## config.mk

```make
export PLATFORM = sky130hd
export DESIGN_NAME = adcc_control
export DESIGN_NICKNAME = d
export VERILOG_FILES = /design/src/hw/adcc_pkg.sv /design/src/hw/adcc_control.sv
export SDC_FILE = /design/constraint.sdc
export NUM_CORES = 1
export LEC_CHECK = 0
export ABC_CLOCK_PERIOD_IN_PS = 1900
export BUFFER_PORTS_ARGS = -buffer_cell sky130_fd_sc_hd__buf_2
export CORE_ASPECT_RATIO = 2
export CORE_UTILIZATION = 40
export CTS_CLUSTER_SIZE = 40
export DETAILED_ROUTE_END_ITERATION = 10
export PLACE_DENSITY_LB_ADDON = 0.2
export SYNTH_ARGS = -nofsm -noshare
export SYNTH_HDL_FRONTEND = slang
export SYNTH_SLANG_ARGS = --single-unit
```

## constraint.sdc

```tcl
create_clock -name clk -period 1.9 [get_ports clk]
set_input_delay 0.285 -clock clk [delete_from_list [all_inputs] [get_ports clk]]
set_output_delay 0.285 -clock clk [all_outputs]
set_load 0.02 [all_outputs]
```

## src/hw/adcc_pkg.sv

```systemverilog
// Purpose: shared constants and carriers of the converter control block
// Assumes: 32-bit avalon-mm slave, byte addresses, one word per register
// Notes: register fields sit in the low byte of each word
package adcc_pkg;
    // register byte addresses
    localparam logic [4:0] ADDR_CTRL = 5'h00;
    localparam logic [4:0] ADDR_RES_HIGH = 5'h04;
    localparam logic [4:0] ADDR_RES_LOW = 5'h08;
    localparam logic [4:0] ADDR_IRQ_STAT = 5'h0c;
    localparam logic [4:0] ADDR_IRQ_MASK = 5'h10;
    // control register field positions; result and mux widths
    localparam int BIT_ENABLE = 0;
    localparam int BIT_GO = 1;
    localparam int CHAN_LSB = 2;
    localparam int CHAN_W = 5;
    localparam int RES_W = 10;
    localparam int RES_LOW_W = 8;
    localparam int MUX_W = 7;
    // interrupt status bits
    localparam int IRQ_DONE = 0;
    localparam int IRQ_TRIG = 1;
    localparam int IRQ_W = 2;
    // reset values
    localparam logic [7:0] CTRL_RESET = 8'h00;
    localparam logic [IRQ_W-1:0] IRQ_RESET = 2'h0;
    localparam logic [MUX_W-1:0] MUX_RESET = 7'h01;
    // channel codes
    localparam logic [4:0] CHAN_EXT_LAST = 5'h03;
    localparam logic [4:0] CHAN_DAC = 5'h1e;
    // mux select positions for internal sources
    localparam int MUX_REF = 4;
    localparam int MUX_DAC = 5;
    localparam int MUX_TEMP = 6;
    // bus answers
    localparam logic [1:0] RESP_OKAY = 2'h0;
    localparam logic [1:0] RESP_SLVERR = 2'h2;

    typedef struct packed {
        logic [4:0] address;
        logic read;
        logic write;
        logic [31:0] writedata;
        logic [3:0] byteenable;
    } adcc_req_s;

    typedef struct packed {
        logic [31:0] readdata;
        logic waitrequest;
        logic [1:0] response;
    } adcc_rsp_s;

    typedef struct packed {
        logic convEnable;
        logic convStart;
        logic convAbort;
        logic [MUX_W-1:0] muxSel;
    } adcc_core_s;
endpackage

```

## src/hw/adcc_control.sv

```systemverilog
// Purpose: channel select, go flag and result holding of a 10-bit converter
// Assumes: core, trigger and bus share clk; conversion core answers done
// Notes: result is right justified; all outputs come from flip-flops
//
// Notes on behaviour
// - writing go starts conversion on selected channel
// - go stays set while busy, clears when done
// - top two result bits in high register
// - low eight result bits in low register
// - codes 0-3 pick inputs, reserved connect nothing
// - compare trigger sets go, clears timer one
// - reset returns registers, stops any conversion
//
// Implementation choices: register access over Avalon-MM and the placing of the registers.
`timescale 1ns/1ps
`default_nettype none
module adcc_control #(
    parameter logic [4:0] CHAN_REF = 5'h1f,
    parameter logic [4:0] CHAN_TEMP = 5'h1d
) (
    // clock and reset
    input wire logic clk,
    input wire logic rstn,
    // avalon-mm slave
    input wire adcc_pkg::adcc_req_s busReq,
    output adcc_pkg::adcc_rsp_s busRsp,
    // conversion core
    output adcc_pkg::adcc_core_s core,
    input wire logic convDone,
    input wire logic [adcc_pkg::RES_W-1:0] convData,
    // compare trigger unit and timer one
    input wire logic trigFire,
    output logic timerClear,
    // interrupt
    output logic irq
);
    typedef struct packed {
        logic enable;
        logic [adcc_pkg::CHAN_W-1:0] chan;
        logic go;
        logic [adcc_pkg::RES_W-1:0] res;
        logic [adcc_pkg::IRQ_W-1:0] stat;
        logic [adcc_pkg::IRQ_W-1:0] mask;
        adcc_pkg::adcc_rsp_s rsp;
        adcc_pkg::adcc_core_s core;
        logic timerClear;
        logic irq;
    } adcc_state_s;

    adcc_state_s s_q;
    adcc_state_s s_d;
    logic busy;
    logic doWrite;
    logic doRead;
    logic wrCtrl;

    function automatic logic [adcc_pkg::MUX_W-1:0] chanDecode(
        input logic [adcc_pkg::CHAN_W-1:0] code
    );
        logic [adcc_pkg::MUX_W-1:0] sel;
        sel = '0;
        if (code <= adcc_pkg::CHAN_EXT_LAST) begin
            sel[code[1:0]] = 1'b1;
        end else if (code == CHAN_REF) begin
            sel[adcc_pkg::MUX_REF] = 1'b1;
        end else if (code == adcc_pkg::CHAN_DAC) begin
            sel[adcc_pkg::MUX_DAC] = 1'b1;
        end else if (code == CHAN_TEMP) begin
            sel[adcc_pkg::MUX_TEMP] = 1'b1;
        end
        return sel;
    endfunction

    function automatic logic [7:0] ctrlView(input adcc_state_s st);
        ctrlView = {1'b0, st.chan, st.go, st.enable};
    endfunction

    // a write is taken on the second cycle, when waitrequest is low; read data is sampled on the first
    assign busy = (busReq.read || busReq.write) && !s_q.rsp.waitrequest;
    assign doWrite = busy && busReq.write && busReq.byteenable[0];
    assign doRead = (busReq.read || busReq.write) && s_q.rsp.waitrequest;
    assign wrCtrl = doWrite && busReq.address == adcc_pkg::ADDR_CTRL;

    wait_one_a: assert property (
        @(posedge clk) disable iff (!rstn)
        (busReq.read || busReq.write) && s_q.rsp.waitrequest
        |=> !s_q.rsp.waitrequest)
        else $error("request not answered after one wait");

    wait_back_a: assert property (
        @(posedge clk) disable iff (!rstn)
        !s_q.rsp.waitrequest |=> s_q.rsp.waitrequest)
        else $error("waitrequest low for more than a cycle");

    unmapped_err_a: assert property (
        @(posedge clk) disable iff (!rstn)
        (busReq.read || busReq.write) && s_q.rsp.waitrequest
        && busReq.address > adcc_pkg::ADDR_IRQ_MASK
        |=> s_q.rsp.response == adcc_pkg::RESP_SLVERR
        && s_q.rsp.readdata == '0)
        else $error("unmapped access not refused");

    high_read_a: assert property (
        @(posedge clk) disable iff (!rstn)
        (busReq.read || busReq.write) && s_q.rsp.waitrequest
        && busReq.address == adcc_pkg::ADDR_RES_HIGH
        |=> s_q.rsp.readdata == {30'h0, $past(s_q.res[9:8])})
        else $error("high result register read wrong");

    low_read_a: assert property (
        @(posedge clk) disable iff (!rstn)
        (busReq.read || busReq.write) && s_q.rsp.waitrequest
        && busReq.address == adcc_pkg::ADDR_RES_LOW
        |=> s_q.rsp.readdata == {24'h0, $past(s_q.res[7:0])})
        else $error("low result register read wrong");

    ctrl_top_a: assert property (
        @(posedge clk) disable iff (!rstn)
        (busReq.read || busReq.write) && s_q.rsp.waitrequest
        && busReq.address == adcc_pkg::ADDR_CTRL
        |=> s_q.rsp.readdata[31:7] == '0)
        else $error("control upper bits not zero");

    always_comb begin
        s_d = s_q;
        s_d.core.convStart = 1'b0;
        s_d.core.convAbort = 1'b0;
        s_d.timerClear = 1'b0;
        // bus handshake: one wait cycle, then completion
        s_d.rsp.waitrequest = 1'b1;
        if (doRead) begin
            s_d.rsp.waitrequest = 1'b0;
            s_d.rsp.response = adcc_pkg::RESP_OKAY;
            s_d.rsp.readdata = '0;
            unique case (busReq.address)
                adcc_pkg::ADDR_CTRL: s_d.rsp.readdata[7:0] = ctrlView(s_q);
                adcc_pkg::ADDR_RES_HIGH: begin
                    s_d.rsp.readdata[1:0] = s_q.res[9:8];
                end
                adcc_pkg::ADDR_RES_LOW: begin
                    s_d.rsp.readdata[7:0] = s_q.res[7:0];
                end
                adcc_pkg::ADDR_IRQ_STAT: begin
                    s_d.rsp.readdata[adcc_pkg::IRQ_W-1:0] = s_q.stat;
                end
                adcc_pkg::ADDR_IRQ_MASK: begin
                    s_d.rsp.readdata[adcc_pkg::IRQ_W-1:0] = s_q.mask;
                end
                default: s_d.rsp.response = adcc_pkg::RESP_SLVERR;
            endcase
        end
        // software writes
        if (wrCtrl) begin
            s_d.enable = busReq.writedata[adcc_pkg::BIT_ENABLE];
            s_d.chan = busReq.writedata[adcc_pkg::CHAN_LSB +:
                adcc_pkg::CHAN_W];
            if (busReq.writedata[adcc_pkg::BIT_GO] && s_d.enable) begin
                if (!s_q.go) begin
                    s_d.go = 1'b1;
                    s_d.core.convStart = 1'b1;
                end
            end else if (s_q.go) begin
                // clearing go or enable aborts the running conversion
                s_d.go = 1'b0;
                s_d.core.convAbort = 1'b1;
            end
        end
        if (doWrite && busReq.address == adcc_pkg::ADDR_IRQ_STAT) begin
            s_d.stat = s_q.stat &
                ~busReq.writedata[adcc_pkg::IRQ_W-1:0];
        end
        if (doWrite && busReq.address == adcc_pkg::ADDR_IRQ_MASK) begin
            s_d.mask = busReq.writedata[adcc_pkg::IRQ_W-1:0];
        end
        // completion: store result, drop go
        if (s_q.go && s_d.go && convDone) begin
            s_d.res = convData;
            s_d.go = 1'b0;
            s_d.stat[adcc_pkg::IRQ_DONE] = 1'b1;
        end
        // special event trigger, after the clears so a set wins
        if (trigFire) begin
            s_d.timerClear = 1'b1;
            s_d.stat[adcc_pkg::IRQ_TRIG] = 1'b1;
            if (s_d.enable && !s_d.go) begin
                s_d.go = 1'b1;
                s_d.core.convStart = 1'b1;
            end
        end
        s_d.core.convEnable = s_d.enable;
        s_d.core.muxSel = chanDecode(s_d.chan);
        s_d.irq = |(s_d.stat & s_d.mask);
    end

    always_ff @(posedge clk or negedge rstn) begin
        if (!rstn) begin
            // everything off but waitrequest and the mux, which selects input 0; any conversion dropped
            s_q <= '0;
            s_q.enable <= adcc_pkg::CTRL_RESET[adcc_pkg::BIT_ENABLE];
            s_q.go <= adcc_pkg::CTRL_RESET[adcc_pkg::BIT_GO];
            s_q.stat <= adcc_pkg::IRQ_RESET;
            s_q.mask <= adcc_pkg::IRQ_RESET;
            s_q.rsp.waitrequest <= 1'b1;
            s_q.core.muxSel <= adcc_pkg::MUX_RESET;
        end else begin
            s_q <= s_d;
        end
    end

    assign busRsp = s_q.rsp;
    assign core = s_q.core;
    assign timerClear = s_q.timerClear;
    assign irq = s_q.irq;

    go_start_a: assert property (
        @(posedge clk) disable iff (!rstn)
        $rose(s_q.go) |-> s_q.core.convStart)
        else $error("go rose without a start pulse");

    done_clears_a: assert property (
        @(posedge clk) disable iff (!rstn)
        s_q.go && convDone && !trigFire && !wrCtrl |=> !s_q.go)
        else $error("go not cleared on completion");

    busy_holds_a: assert property (
        @(posedge clk) disable iff (!rstn)
        s_q.go && !convDone && !wrCtrl |=> s_q.go)
        else $error("go dropped while converting");

    res_high_a: assert property (
        @(posedge clk) disable iff (!rstn)
        s_q.go && convDone && !wrCtrl
        |=> s_q.res[9:8] == $past(convData[9:8]))
        else $error("high result bits wrong");

    res_low_a: assert property (
        @(posedge clk) disable iff (!rstn)
        s_q.go && convDone && !wrCtrl
        |=> s_q.res[7:0] == $past(convData[7:0]))
        else $error("low result bits wrong");

    mux_none_a: assert property (
        @(posedge clk) disable iff (!rstn)
        s_q.chan > adcc_pkg::CHAN_EXT_LAST && s_q.chan != CHAN_REF
        && s_q.chan != adcc_pkg::CHAN_DAC && s_q.chan != CHAN_TEMP
        |-> s_q.core.muxSel == '0)
        else $error("reserved code connected a channel");

    dac_route_a: assert property (
        @(posedge clk) disable iff (!rstn)
        s_q.chan == adcc_pkg::CHAN_DAC
        |-> s_q.core.muxSel == 7'h20)
        else $error("dac code not routed");

    off_idle_a: assert property (
        @(posedge clk) disable iff (!rstn)
        !s_q.enable |-> !s_q.go && !s_q.core.convEnable)
        else $error("disabled converter still busy");

    trig_go_a: assert property (
        @(posedge clk) disable iff (!rstn)
        trigFire && s_q.enable && !s_q.go && !wrCtrl
        |=> s_q.go && s_q.timerClear
        ##1 s_q.timerClear == $past(trigFire))
        else $error("trigger did not start conversion");

    go_write_a: assert property (
        @(posedge clk) disable iff (!rstn)
        wrCtrl && busReq.writedata[adcc_pkg::BIT_GO]
        && busReq.writedata[adcc_pkg::BIT_ENABLE] && !s_q.go
        |=> s_q.go && s_q.core.convStart)
        else $error("go write did not start conversion");

    abort_pulse_a: assert property (
        @(posedge clk) disable iff (!rstn)
        wrCtrl && s_q.go && !(busReq.writedata[adcc_pkg::BIT_GO]
        && busReq.writedata[adcc_pkg::BIT_ENABLE])
        |=> s_q.core.convAbort)
        else $error("cleared go did not abort");

    done_sets_a: assert property (
        @(posedge clk) disable iff (!rstn)
        s_q.go && convDone && !wrCtrl
        |=> s_q.stat[adcc_pkg::IRQ_DONE])
        else $error("completion did not set status");

    res_hold_a: assert property (
        @(posedge clk) disable iff (!rstn)
        !(s_q.go && convDone) |=> $stable(s_q.res))
        else $error("result changed without completion");

    stat_sticky_a: assert property (
        @(posedge clk) disable iff (!rstn)
        s_q.stat[adcc_pkg::IRQ_DONE]
        && !(doWrite && busReq.address == adcc_pkg::ADDR_IRQ_STAT)
        |=> s_q.stat[adcc_pkg::IRQ_DONE])
        else $error("done status lost without a clear");

    irq_level_a: assert property (
        @(posedge clk) disable iff (!rstn)
        s_q.irq == |(s_q.stat & s_q.mask))
        else $error("interrupt level wrong");

    enable_mirror_a: assert property (
        @(posedge clk) disable iff (!rstn)
        s_q.core.convEnable == s_q.enable)
        else $error("converter enable not mirrored");

    timer_clear_a: assert property (
        @(posedge clk) disable iff (!rstn)
        trigFire |=> s_q.timerClear && s_q.stat[adcc_pkg::IRQ_TRIG])
        else $error("trigger not seen");

    trig_off_a: assert property (
        @(posedge clk) disable iff (!rstn)
        trigFire && !s_q.enable && !wrCtrl |=> !s_q.go)
        else $error("trigger started a disabled converter");
endmodule
`default_nettype wire

```

* Yosys cells after proc, flatten, opt, wreduce, memory -nomap -nowiden
Index checks and enable logic that the tools add are counted.
Storage, ports and cells: bits in registers 43, bits of input ports 57, word-level logic and storage cells 75
Operators by class: $lt $le $gt $ge 3, eq/ne operators 7, muxes and demuxes 30, bitwise operators 3, reductions and logical operators 18
Operators with widths (count):
- 5-bit equality test (second input constant) | 4
- 1-bit 2-to-1 mux | 17
- 1-bit logical AND | 12
- 6-bit one-hot mux with 2 select lines | 1
- 11-bit 2-to-1 mux | 1
- 5-bit by 4-bit equality test with 1-bit output (second input constant) | 2
- 2-bit 2-to-1 mux | 5
- 2-bit one-hot mux with 5 select lines | 1
- 7-bit 2-to-1 mux | 1
- 3-bit 2-to-1 mux | 2
- 5-bit by 3-bit equality test with 1-bit output (second input constant) | 1
- 5-bit by 2-bit <= comparator with 1-bit output (second input constant) | 1
- 5-bit zero test | 1
- 5-bit OR reduction | 1
- 2-bit AND | 2
- 2-bit by 4-bit less-than comparator with 1-bit output (second input constant) | 1
- 4-bit 2-to-1 mux | 1
- 1-bit demux with 2-bit select | 1
- 2-bit by 1-bit greater-or-equal comparator with 1-bit output (second input constant) | 1
- 1-bit zero test | 2
- 2-bit NOT | 1
- 2-bit OR reduction | 1
- 1-bit logical OR | 1

* Longest topological paths before layout
word-level depth 13, depth in mapped cells 5, depth with buffers taken out 4

* Worst setup path after synthesis
No wires, ideal clock.
path type flip-flop to flip-flop, start register s_q (netlist bit busRsp[2]), end register s_q[64] in the netlist's numbering, setup time 0.125 ns, arrival time 1.554 ns, slack 0.222 ns, cell stages (with the launch flop) 5, buffers on the path 1, clock period less this slack 1.678 ns, cell sequence dfstp_2 > and4bb_2 > nand2_2 > clkbuf_1 > mux2_2
RTL lines:
- start: declaration | RTL line adcc_control.sv:50 | adcc_state_s s_q;

==> metrics <==
share of cells above drive strength 1=36.48%; core area=5373 um2; Hold Path Depth=1; row count=38; Max Slew Vio Count=0; Tot GR Track Use=16.86%; Chip Width=54.76 um; number of flops mapped to enable cells by yosys=0; residual DRC count=0; clk sink count=42; Vert. Die Dim=107.5 um; Leak=1.221 nW; Vias=1517; Post-Layout Cell Count=304; Initial DRC Count=5; PostCTS Resize Cnt=0; post-route minimum period=1.803 ns; register cell area after layout=1054 um2; asr flop ratio synth=100.0%; full die area=5888 um2; Clk pwr share=34.5%; CP Cell Sequence=and4bb_2 -> nand2_2 -> mux2i_1 -> o22ai_1; post-synth top area cell=dfrtp_1; combinational power share=19.7%; initial antenna violation count=0; CTS buffer count=5; Int Pwr=1.856 mW; clock tree buffer depth=2; Multi-input gate area=874.6 um2; class of the most critical setup path=reg -> reg; skew final=0.006609 ns; Synth Flop Type=dfrtp_1; Clock Tree Root=clkbuf_8; Final Hold Viols=0; Starting Density=41.45%; register area share after synthesis=47.30%; area added between synthesis and finish=11.12%; dpl hpwl=3391 um; Worst R2R End=s_q[61]; VDD IR-drop max=0.0007438 V; commonest cells in the synthesized netlist=buf_4, dfrtp_1, mux2_2; CTS tree=done; Post-Route WL=4293 um; Psw=0.6807 mW; Critical Path Max Stage Delay=0.58 ns; Worst Hold Class=in -> reg; Final setup viols=0; htree depth=2; Syn Area/Cell=10.76 um2; ant diodes=0; Antenna Nets Post-Route=0; crit path max fanout=15; #FFs+latches synth=42; Mapped Area=2227 um2; Clock Latency Late Sink=0.29 ns; Flop pwr share=45.8%; First-pass DRT Iterations=2; R2R setup slack=0.1 ns; Routed WL per cell=14.12 um; crit path DAT=1.97 ns; Netlist cell types=44; Critical Path End Type=flip-flop; Post-CTS Setup Bufs=0; cts-stage hold buffer count=1; DP Area=2322 um2; vias in the first global route=1468; mean number of vias per cell=4.990; final period utilization=94.87%; Cell Pwr Density=1025 nW/um2; first-pass GRT wire length=6906 um; I/O pin cnt=104; Buf/Inv on CP=0; r2r worst-path depth=4; synth top area cells=dfrtp_1, buf_4, mux2_2; post-route cell area=2475 um2; most frequent cell after synthesis=buf_4; largest net degree at the start of global routing=26; switching share of total power=26.83%; outcome=complete, no violations; RSZ-0062 raised after global routing=false; input/output buffers=50; Startpoint Class=flip-flop; Final #Nets=300; Warnings, synthesis=0; grt total ovfl=0; WHS Endpoint=timerClear; CP required=2.06 ns; share of the synthesized area in the top cell type=44.94%; Fill cells=518; Cells after DPL=295; cells after synthesis=207; Sum Neg Setup Slack=0 ns; Crit path max-delay family=flip-flops; CP max-delay cell=dfstp_2; clock transition at the registers of the reported paths=0.08 ns; worst reg2reg startpoint=busRsp[2]; routability cong.=0.7551; max cap viols=0; Fmax=554.8 MHz; hold path startpoint=trigFire
[through the flow]
| stage | setup slack [ns] | hold WS (ns) | utilization, % | power (mW) |
|---|---|---|---|---|
| finish | 0.09741 | 0.1670 | 46.06 | 2.537 |
| global route | 0.001465 | 0.1554 | 46.06 | 2.672 |
| CTS | 0.08214 | 0.1573 | 46.06 | 2.566 |
| detailed placement | 0.06179 | 0.2544 | 43.22 | 1.684 |
| global placement | 0.1029 | 0.2528 | 43.22 | 1.670 |
| floorplan | 0.2217 | -0.01059 | - | 1.577 |
[layout by cell type, fill, tap and decap left out, types with 2 or more instances in the layout]
master	netlist	final
buf_2	2	50
dfrtp_1	40	40
conb_1	1	25
mux2_2	17	17
nand2_1	14	14
o21ai_0	14	14
nor2_1	8	8
nor3_1	6	6
a22oi_1	6	6
clkbuf_8	0	6
inv_1	5	5
mux2i_1	5	5
a31oi_1	4	4
buf_4	45	4
and2_1	2	2
a41oi_1	2	2
a21oi_1	2	2
nand4_1	2	2
a21o_1	2	2
o2bb2ai_1	2	2
dfstp_2	2	2
bufinv_16	0	2
[worst max path at each step]
| stage | from | end | slack [ns] | cells past startpoint |
|---|---|---|---|---|
| 6_report | busRsp[2] | s_q[61] | 0.1 | 4 |
| 5_1_grt | busRsp[2] | core[8] | 0.001 | 4 |
| 4_1_cts | busRsp[2] | core[8] | 0.08 | 4 |
| 3_5_place_dp | busReq[42] | core[8] | 0.06 | 5 |
| 3_3_place_gp | busReq[42] | core[8] | 0.10 | 5 |
| 2_1_floorplan | busRsp[2] | s_q[64] | 0.22 | 4 |
[power by group through the flow]
stage	Combinational (mW)	Clock, mW	Sequential (mW)
after floorplan	0.422	0	1.15
after global placement	0.492	0	1.18
final	0.500	0.874	1.16
after detailed placement	0.501	0	1.18
after global routing	0.554	0.930	1.19
after CTS	0.504	0.897	1.16
[sequential cells by signal, indices dropped and copies added, names as in the netlist]
register / flops
core: 10
irq: 1
timerClear: 1
s_q: 20
busRsp: 10
[cells by family (layout without fill, tap and decap cells)]
group | count (synthesis) | in the layout | synth area share [%]
buffers and inverters | 56 | 69 | 17.47
and+or+nand+nor | 48 | 48 | 12.92
DFF | 42 | 42 | 47.30
AOI/OAI and AO/OA | 38 | 38 | 11.29
muxes | 22 | 22 | 10.84
other | 1 | 25 | 0.1684
[layer usage]
layer	routed length (um)	up-vias	global-route usage [%]	part of all wire [%]
met5	0	-	0	0
met4	142	0	9.890	3.3
met3	178	10	2.542	4.1
met2	2462	50	29.43	57
met1	1510	730	17.63	35
li1	-	727	-	-
[cell type report]
cell class	instances	area share (%)
Sequential cell	42	42.57
Tap cell	60	3.033
Multi-Input combinational cell	133	35.34
Timing Repair Buffer	56	12.54
Clock inverter	2	2.427
Clock buffer	6	3.337
Inverter	5	0.7583
Note: power is estimated with default switching activity, not from simulation.
